===== src/core/sdl_pkg.sv =====
// Constants and types shared by the serial load and select block.
package sdl_pkg;
  // Serial word layout.
  localparam int          WORD_BITS      = 16;
  localparam logic [4:0]  LAST_BIT       = 5'h0F;
  localparam int          POS_SYNC       = 12;
  localparam int          POS_ORIGIN     = 11;
  localparam int          POS_SLEEP      = 13;
  localparam int          POS_RESET      = 12;
  localparam int          POS_CLEAR      = 11;
  localparam int          POS_FBIT       = 11;
  localparam int          POS_PBIT_HI    = 10;
  localparam int          POS_PBIT_LO    = 9;
  localparam logic [2:0]  TOP_SYNC_WORD  = 3'h6;
  localparam logic [1:0]  TOP_CTRL_WORD  = 2'h3;
  // Default command codes; the values are a free choice and are module parameters.
  localparam logic [3:0]  DEF_PH_DEFER   = 4'h0;
  localparam logic [3:0]  DEF_PH_DIRECT  = 4'h1;
  localparam logic [3:0]  DEF_FR_DEFER   = 4'h2;
  localparam logic [3:0]  DEF_FR_DIRECT  = 4'h3;
  localparam logic [3:0]  DEF_SEL_BITS   = 4'h8;
  // Datapath widths and latency.
  localparam int          ACC_BITS       = 32;
  localparam int          PH_BITS        = 12;
  localparam int          OUT_DLY        = 2;
  // Register bus map (byte addresses) and reset values.
  localparam logic [11:0] ADDR_STATUS    = 12'h000;
  localparam logic [11:0] ADDR_INJECT    = 12'h004;
  localparam logic [11:0] ADDR_PHASE     = 12'h008;
  localparam logic        RST_RESET_BIT  = 1'b1;
  localparam logic        RST_OTHER_BIT  = 1'b0;

  // One 16-bit serial word split into its fields.
  typedef struct packed {
    logic [3:0] cmd;
    logic [3:0] addr;
    logic [7:0] data;
  } sdl_word_t;
endpackage : sdl_pkg


===== src/core/sdl_core.sv =====
// Serial load path, register selection and phase accumulator of the oscillator.
//
// The implementer's own choices: the placing of the registers and register access over APB.
`timescale 1ns/10ps
module sdl_core #(
  parameter logic [3:0] PH_DEFER  = sdl_pkg::DEF_PH_DEFER,
  parameter logic [3:0] PH_DIRECT = sdl_pkg::DEF_PH_DIRECT,
  parameter logic [3:0] FR_DEFER  = sdl_pkg::DEF_FR_DEFER,
  parameter logic [3:0] FR_DIRECT = sdl_pkg::DEF_FR_DIRECT,
  parameter logic [3:0] SEL_BITS  = sdl_pkg::DEF_SEL_BITS
) (
  input  wire logic        pclk,
  input  wire logic        presetn,
  input  wire logic [11:0] paddr,
  input  wire logic        psel,
  input  wire logic        penable,
  input  wire logic        pwrite,
  input  wire logic [31:0] pwdata,
  output logic      [31:0] prdata,
  output logic             pready,
  output logic             pslverr,
  input  wire logic        serial_clk,
  input  wire logic        serial_data_in,
  input  wire logic        frame_strobe_n,
  input  wire logic        freq_word_choice,
  input  wire logic        phase_choice_bit0,
  input  wire logic        phase_choice_bit1,
  output logic      [11:0] phase_out,
  output logic             sleep_out
);

  logic              sclk_q;
  logic [4:0]        bit_cnt;
  logic [14:0]       shift_q;
  logic              ser_done;
  sdl_pkg::sdl_word_t ser_word;
  logic              inj_pend;
  sdl_pkg::sdl_word_t inj_word;
  logic              word_v;
  sdl_pkg::sdl_word_t word_in;
  logic              p1_v;
  logic              p2_v;
  sdl_pkg::sdl_word_t p1_w;
  sdl_pkg::sdl_word_t p2_w;
  logic              apply_v;
  sdl_pkg::sdl_word_t aw;
  logic [15:0]       staging;
  logic [15:0]       next_staging;
  logic [15:0]       data_reg;
  logic              dest_pend;
  logic [3:0]        dest_cmd;
  logic [3:0]        dest_addr;
  logic [31:0]       freq_word_a;
  logic [31:0]       freq_word_b;
  logic [11:0]       phase_offset_value [4];
  logic              sync_en;
  logic              choice_origin;
  logic              sleep_bit;
  logic              reset_bit;
  logic              clear_control;
  logic              fbit;
  logic [1:0]        pbits;
  logic [2:0]        pin_q;
  logic [2:0]        pin_s1;
  logic [2:0]        pin_s2;
  logic [2:0]        pin_used;
  logic [2:0]        sel_q;
  logic [31:0]       freq_word_value;
  logic [31:0]       acc;
  logic [11:0]       phase_sum;
  logic [11:0]       dly [sdl_pkg::OUT_DLY];
  logic              fall;
  logic              acc_wr;

  // A falling serial clock is found by comparing two samples, so any idle level works.
  assign fall = sclk_q & ~serial_clk;

  always_ff @(posedge pclk or negedge presetn) begin
    if (!presetn) begin
      sclk_q <= 1'b0;
    end else begin
      sclk_q <= serial_clk;
    end
  end

  // Shift in one bit per fall while framed, most significant first.
  always_ff @(posedge pclk or negedge presetn) begin
    if (!presetn) begin
      bit_cnt  <= 5'h00;
      shift_q  <= 15'h0000;
      ser_done <= 1'b0;
      ser_word <= '0;
    end else begin
      ser_done <= 1'b0;
      if (frame_strobe_n) begin
        bit_cnt <= 5'h00;
      end else if (fall) begin
        shift_q <= {shift_q[13:0], serial_data_in};
        if (bit_cnt == sdl_pkg::LAST_BIT) begin
          bit_cnt  <= 5'h00;
          ser_done <= 1'b1;
          ser_word <= {shift_q, serial_data_in};
        end else begin
          bit_cnt <= bit_cnt + 5'h01;
        end
      end
    end
  end

  // Bus-injected words wait while a serial word is in the same cycle.
  assign word_v  = ser_done | inj_pend;
  assign word_in = ser_done ? ser_word : inj_word;

  // Two-stage transfer pipeline, used only while the synchronizer is on.
  always_ff @(posedge pclk or negedge presetn) begin
    if (!presetn) begin
      p1_v <= 1'b0;
      p2_v <= 1'b0;
      p1_w <= '0;
      p2_w <= '0;
    end else begin
      p1_v <= word_v & sync_en;
      p1_w <= word_in;
      p2_v <= p1_v;
      p2_w <= p1_w;
    end
  end

  assign apply_v = sync_en ? p2_v : (word_v & ~p1_v & ~p2_v);
  assign aw      = sync_en ? p2_w : word_in;

  // Merge the new byte into the addressed staging half.
  always_comb begin
    next_staging = staging;
    if (aw.addr[0]) begin
      next_staging[15:8] = aw.data;
    end else begin
      next_staging[7:0] = aw.data;
    end
  end

  // Staging and data register; a deferred write touches staging only.
  always_ff @(posedge pclk or negedge presetn) begin
    if (!presetn) begin
      staging   <= 16'h0000;
      data_reg  <= 16'h0000;
      dest_pend <= 1'b0;
      dest_cmd  <= 4'h0;
      dest_addr <= 4'h0;
    end else begin
      dest_pend <= 1'b0;
      if (apply_v && (aw.cmd == PH_DEFER || aw.cmd == FR_DEFER)) begin
        staging <= next_staging;
      end else if (apply_v && (aw.cmd == PH_DIRECT || aw.cmd == FR_DIRECT)) begin
        staging   <= next_staging;
        data_reg  <= next_staging;
        dest_pend <= 1'b1;
        dest_cmd  <= aw.cmd;
        dest_addr <= aw.addr;
      end
    end
  end

  // Target registers load one edge after the data register; reset leaves them alone.
  always_ff @(posedge pclk) begin
    if (dest_pend && dest_cmd == FR_DIRECT) begin
      if (!dest_addr[2] && dest_addr[1]) begin
        freq_word_a[31:16] <= data_reg;
      end else if (!dest_addr[2]) begin
        freq_word_a[15:0] <= data_reg;
      end else if (dest_addr[1]) begin
        freq_word_b[31:16] <= data_reg;
      end else begin
        freq_word_b[15:0] <= data_reg;
      end
    end else if (dest_pend) begin
      phase_offset_value[dest_addr[2:1]] <= data_reg[11:0];
    end
  end

  // Control words; clear holds synchronizer and origin at zero.
  always_ff @(posedge pclk or negedge presetn) begin
    if (!presetn) begin
      sync_en       <= sdl_pkg::RST_OTHER_BIT;
      choice_origin <= sdl_pkg::RST_OTHER_BIT;
      sleep_bit     <= sdl_pkg::RST_OTHER_BIT;
      reset_bit     <= sdl_pkg::RST_RESET_BIT;
      clear_control <= sdl_pkg::RST_OTHER_BIT;
      fbit          <= 1'b0;
      pbits         <= 2'h0;
    end else begin
      if (clear_control) begin
        sync_en       <= 1'b0;
        choice_origin <= 1'b0;
      end else if (apply_v && aw[15:13] == sdl_pkg::TOP_SYNC_WORD) begin
        sync_en       <= aw[sdl_pkg::POS_SYNC];
        choice_origin <= aw[sdl_pkg::POS_ORIGIN];
      end
      if (apply_v && aw[15:14] == sdl_pkg::TOP_CTRL_WORD
          && aw[15:13] != sdl_pkg::TOP_SYNC_WORD) begin
        sleep_bit     <= aw[sdl_pkg::POS_SLEEP];
        reset_bit     <= aw[sdl_pkg::POS_RESET];
        clear_control <= aw[sdl_pkg::POS_CLEAR];
      end
      if (apply_v && aw.cmd == SEL_BITS) begin
        fbit  <= aw[sdl_pkg::POS_FBIT];
        pbits <= aw[sdl_pkg::POS_PBIT_HI:sdl_pkg::POS_PBIT_LO];
      end
    end
  end

  // Pins are taken once, then twice more when synchronized, so only settled values count.
  always_ff @(posedge pclk or negedge presetn) begin
    if (!presetn) begin
      pin_q  <= 3'h0;
      pin_s1 <= 3'h0;
      pin_s2 <= 3'h0;
      sel_q  <= 3'h0;
    end else begin
      pin_q  <= {phase_choice_bit1, phase_choice_bit0, freq_word_choice};
      pin_s1 <= pin_q;
      pin_s2 <= pin_s1;
      sel_q  <= choice_origin ? {pbits, fbit} : pin_used;
    end
  end

  assign pin_used        = sync_en ? pin_s2 : pin_q;
  assign freq_word_value = sel_q[0] ? freq_word_b : freq_word_a;

  // Accumulator wraps naturally at its width.
  always_ff @(posedge pclk or negedge presetn) begin
    if (!presetn) begin
      acc <= 32'h00000000;
    end else if (reset_bit) begin
      acc <= 32'h00000000;
    end else begin
      acc <= acc + freq_word_value;
    end
  end

  // Truncate then offset, and delay so every path lands on the documented latency.
  always_ff @(posedge pclk or negedge presetn) begin
    if (!presetn) begin
      phase_sum <= 12'h000;
      phase_out <= 12'h000;
      for (int i = 0; i < sdl_pkg::OUT_DLY; i++) begin
        dly[i] <= 12'h000;
      end
    end else begin
      phase_sum <= acc[31:20] + phase_offset_value[sel_q[2:1]];
      dly[0]    <= phase_sum;
      for (int i = 1; i < sdl_pkg::OUT_DLY; i++) begin
        dly[i] <= dly[i-1];
      end
      phase_out <= dly[sdl_pkg::OUT_DLY-1];
    end
  end

  always_ff @(posedge pclk or negedge presetn) begin
    if (!presetn) begin
      sleep_out <= 1'b0;
    end else begin
      sleep_out <= sleep_bit;
    end
  end

  // APB slave: one wait state; an inject write stalls while the previous one waits.
  assign acc_wr = psel & penable & pready & pwrite;

  always_ff @(posedge pclk or negedge presetn) begin
    if (!presetn) begin
      pready  <= 1'b0;
      prdata  <= 32'h00000000;
      pslverr <= 1'b0;
    end else begin
      pready  <= 1'b0;
      pslverr <= 1'b0;
      if (psel && penable && !pready
          && !(pwrite && paddr == sdl_pkg::ADDR_INJECT && inj_pend)) begin
        pready <= 1'b1;
        prdata <= 32'h00000000;
        unique case (paddr)
          sdl_pkg::ADDR_STATUS: prdata <= {24'h000000, sel_q, clear_control,
                                           sleep_bit, reset_bit, choice_origin, sync_en};
          sdl_pkg::ADDR_INJECT: prdata <= {31'h00000000, inj_pend};
          sdl_pkg::ADDR_PHASE:  prdata <= {20'h00000, phase_out};
          default:              pslverr <= 1'b1;
        endcase
      end
    end
  end

  // Injected word waits until no serial word holds the decode path.
  always_ff @(posedge pclk or negedge presetn) begin
    if (!presetn) begin
      inj_pend <= 1'b0;
      inj_word <= '0;
    end else if (acc_wr && paddr == sdl_pkg::ADDR_INJECT) begin
      inj_pend <= 1'b1;
      inj_word <= pwdata[15:0];
    end else if (!ser_done) begin
      inj_pend <= 1'b0;
    end
  end

  // Checks.
  strobe_high_cnt_a: assert property (@(posedge pclk) disable iff (!presetn)
    frame_strobe_n |=> bit_cnt == 5'h00) else $error("bit count not cleared by strobe");
  word_done_a: assert property (@(posedge pclk) disable iff (!presetn)
    (fall && !frame_strobe_n && bit_cnt == sdl_pkg::LAST_BIT)
      |=> ser_done && ser_word[0] == $past(serial_data_in))
    else $error("sixteenth bit did not complete a word");
  direct_apply_a: assert property (@(posedge pclk) disable iff (!presetn)
    (ser_done && !sync_en && !p1_v && !p2_v) |-> apply_v) else $error("unsynced word not applied");
  sync_apply_a: assert property (@(posedge pclk) disable iff (!presetn)
    (ser_done && sync_en && $stable(sync_en)) |=> !apply_v ##1 (apply_v || !sync_en))
    else $error("synced word not applied two stages later");
  clear_forces_a: assert property (@(posedge pclk) disable iff (!presetn)
    clear_control |=> !sync_en && !choice_origin) else $error("clear did not force zero");
  reset_holds_a: assert property (@(posedge pclk) disable iff (!presetn)
    reset_bit [*2] |-> acc == 32'h00000000) else $error("accumulator not held at zero");
  acc_step_a: assert property (@(posedge pclk) disable iff (!presetn)
    !reset_bit |=> acc == $past(acc) + $past(freq_word_value))
    else $error("accumulator step wrong");
  defer_keeps_a: assert property (@(posedge pclk) disable iff (!presetn)
    (apply_v && aw.cmd == FR_DEFER) |=> $stable(data_reg) && !dest_pend)
    else $error("deferred write changed data register");
  direct_copy_a: assert property (@(posedge pclk) disable iff (!presetn)
    (apply_v && aw.cmd == FR_DIRECT) |=> dest_pend && data_reg == staging)
    else $error("direct write did not copy staging");
  out_delay_a: assert property (@(posedge pclk) disable iff (!presetn)
    !reset_bit |-> ##3 phase_out == $past(phase_sum, 3)) else $error("output delay wrong");
  origin_mux_a: assert property (@(posedge pclk) disable iff (!presetn)
    (choice_origin && $stable(choice_origin)) |=> sel_q == $past({pbits, fbit}))
    else $error("bits not used as selection source");

endmodule : sdl_core


===== config.mk =====
export PLATFORM = sky130hd
export DESIGN_NAME = sdl_core
export DESIGN_NICKNAME = d
export VERILOG_FILES = /design/src/core/sdl_pkg.sv /design/src/core/sdl_core.sv
export SDC_FILE = /design/constraint.sdc
export NUM_CORES = 1
export LEC_CHECK = 0
export BUFFER_PORTS_ARGS = -buffer_cell sky130_fd_sc_hd__buf_2
export CAP_MARGIN = 20
export CORE_MARGIN = 10
export CORE_UTILIZATION = 33
export DETAILED_ROUTE_END_ITERATION = 8
export HOLD_SLACK_MARGIN = 0.03
export MAX_ROUTING_LAYER = met4
export SLEW_MARGIN = 20
export SYNTH_ARGS = -nofsm -noshare
export SYNTH_HDL_FRONTEND = slang
export SYNTH_SLANG_ARGS = --single-unit

===== constraint.sdc =====
create_clock -name pclk -period 3.5 [get_ports pclk]
set_clock_uncertainty 0.05 [all_clocks]
set_input_delay 0 -clock pclk [delete_from_list [all_inputs] [get_ports pclk]]
set_output_delay 0 -clock pclk [all_outputs]
set_load 0.01 [all_outputs]

==> results.txt <==
post-synthesis sequential area ratio: 0.634
number of flops mapped to enable cells by yosys: 112
Post-route DRC: 0
Routed Antenna Nets: 0
Min Clock Period, post-route: 3.36 ns
most frequent cells in the layout: dfrtp_1 (242), edfxtp_1 (112), mux2_2 (102)
Port Buf Inserts: 65
area fraction of the dominant cell type after synthesis: 0.406
Synth Area in Adders: 0.0388
Top FF cell, synth: dfrtp_1
die area: 54000 um2
VDD IR-drop max: 0.274 mV
Layout Nets: 1346
vias in the first global route: 8789
Post-Syn Area: 14900 um2
simple-gate share of the synthesized area: 0.0818
startpoint types: register
final wirelength: 30800 um
Finish-stage setup viols: 0
Max clock buf depth: 3
setup_tns: 0 ns
Peak Freq: 0.298 GHz
largest family of logic cells by synthesized area: multiplexers
Die H: 232 um
Slew Viols, Final: 0
DR vias: 8849
RSZ-0062 raised after global routing: false
CTS sink cnt: 355
share of cells above drive strength 1: 0.221
Num CTS Buffers: 38
commonest non-fill, non-tap cell in the layout: dfrtp_1
endpoints failing hold: 0
Congestion Overflow GR: 0
Slew HR: 0.352
crit share post-route: 0.960
H-tree depth: 2
wire per inst: 16.5 um
Worst-Margin Slew: 0.965 ns
Compound-Gate Fraction of Synth Area: 0.0840
clock-pin transition on the worst setup and hold timing paths: 0.06 ns
dpl hpwl: 21600 um
Syn-to-layout area delta: 17.0%
Synth area leaders: dfrtp_1 (41%), edfxtp_1 (23%), mux2_2 (7.7%)
Data required, critical path: 3.86 ns
area of the core: 44400 um2
max-cap violations: 0
CTS Root Buffer Type: clkbuf_16
post-synthesis mux area share: 0.111
post-CTS setup buffers: 0
largest net degree at the start of global routing: 110
critical path type: register to register
LEAKAGE: 7.43 nW
post-synth top area cell: dfrtp_1
Yosys Warn Count: 0
DIE WIDTH: 232 um
initial core utilization: 0.335
max reg flops: 48
Synth Area in XOR/XNOR: 0.0206
Arr. time, crit path: 3.72 ns
initial antenna violation count: 1
clock latency on the worst-skew pair: 0.52 ns
first-pass GRT wire length: 48800 um
post-synth cell types: 72
Crit Path Max Fanout: 25
Initial DRT Pass Iterations: 4
Setup crit end kind: register
pwr/cell area: 483 nW/um2
Reg2Reg Setup Slack: 0.14 ns
gr usage total: 0.116
boundary pin count: 102
Syn Area/Cell: 13.3 um2
Synth Instances: 1124
DR vias/cell: 4.75
routability cong.: 0.880
async set-reset flop share out of synthesis: 0.685
status: complete, no violations
final core utilization: 0.392
DR iter-0 viols: 658
CTS tree: built
path category of the worst min-delay check: input pin to async pin
#FFs+latches synth: 355
FP Rows: 77
-- Yosys cell counts, types with 6 or more instances --
cell type and count:
xnor2_1 19, mux2_2 102, o21ai_0 65, a21oi_1 64
o21a_1 7, nor2b_1 8, a21o_1 10, buf_4 22
nand3_1 14, nand2_1 95, inv_1 14, xor2_1 16
nor2_1 89, mux2i_1 23, buf_2 7, a211oi_1 9
ha_1 43, mux4_2 12, and2_1 6, nand4_1 8
nor3_1 17, dfrtp_1 242, edfxtp_1 112, nand2b_1 9
clkbuf_1 23
-- per-layer routing --
metal / GRT usage / vias up / routed length [um]
met3: 0.0211 / 43 / 1490
li1: - / 4265 / -
met2: 0.178 / 162 / 14100
met1: 0.155 / 4379 / 14600
met4: 0.0343 / 0 / 650
met5: - / - / 0
-- layout make-up --
cell class	instances	area, um2
diodes	1	2.50
clock buffers	54	1100
clock inverters	11	76.3
fillers	4160	27000
inverters	15	56.3
multi-input cells	710	5100
flip-flops and latches	355	9450
well taps	592	741
repair buffers	126	893
-- power by group --
group          switching, W  internal [W]  leakage [nW]
Combinational      0.000134      0.000114          2.61
Clock               0.00158       0.00221         0.582
Sequential        0.0000469       0.00433          4.24
Total               0.00176       0.00665          7.43
-- stage by stage --
stage / total power (W) / hold slack (ns) / instance area, um2 / setup WS [ns] / std cells
2_1_floorplan: 0.00456 / -0.346 / 15000 / 0.110 / 1143
4_1_cts: 0.00853 / 0.0356 / 17400 / 0.136 / 1863
5_1_grt: 0.00872 / 0.0505 / 17400 / 0.00190 / 1864
3_5_place_dp: 0.00468 / 0.0459 / 15900 / 0.156 / 1768
6_report: 0.00841 / 0.0466 / 17400 / 0.140 / 1864
3_3_place_gp: 0.00467 / 0.0390 / 15900 / 0.193 / 1768
-- final timing paths --
kind | startpoint | to | depth (start not counted)
max | sel_q[0] | acc[31] | 11
min | presetn | pslverr | 2
max reg2reg | sel_q[0] | acc[31] | 11
min reg2reg | p1_w[9] | p2_w[9] | 0
max in group asynchronous | presetn | data_reg[13] | 3
min in group pclk | phase_choice_bit1 | pin_q[2] | 2
-- kinds of logic (layout without fill, tap and decap cells) --
logic type / after synthesis / in the layout
AO/OA/AOI/OAI: 203 / 203
XOR/XNOR: 35 / 35
adder cells (fa/ha/maj): 45 / 45
buffers and inverters: 78 / 206
flip-flops: 355 / 355
multiplexers: 137 / 137
other: 1 / 21
AND/OR/NAND/NOR: 270 / 270
-- worst max-delay path, stage by stage (launching register included) --
cell,delay (ns)
dfrtp_1,0.37
buf_12,0.20
buf_4,0.21
mux2_2,0.36
ha_1,0.37
o211ai_1,0.11
nor2_1,0.18
o2111ai_2,0.19
a2111o_1,0.54
a21oi_4,0.20
a21oi_1,0.10
a311o_1,0.34
-- repair_timing --
action,4_1_cts,5_1_grt
hold endpoints to repair,143,0
hold buffers,30,0
resized for setup,0,5
setup endpoints to repair,0,5
No activity file was read; power rests on OpenSTA's default activity.
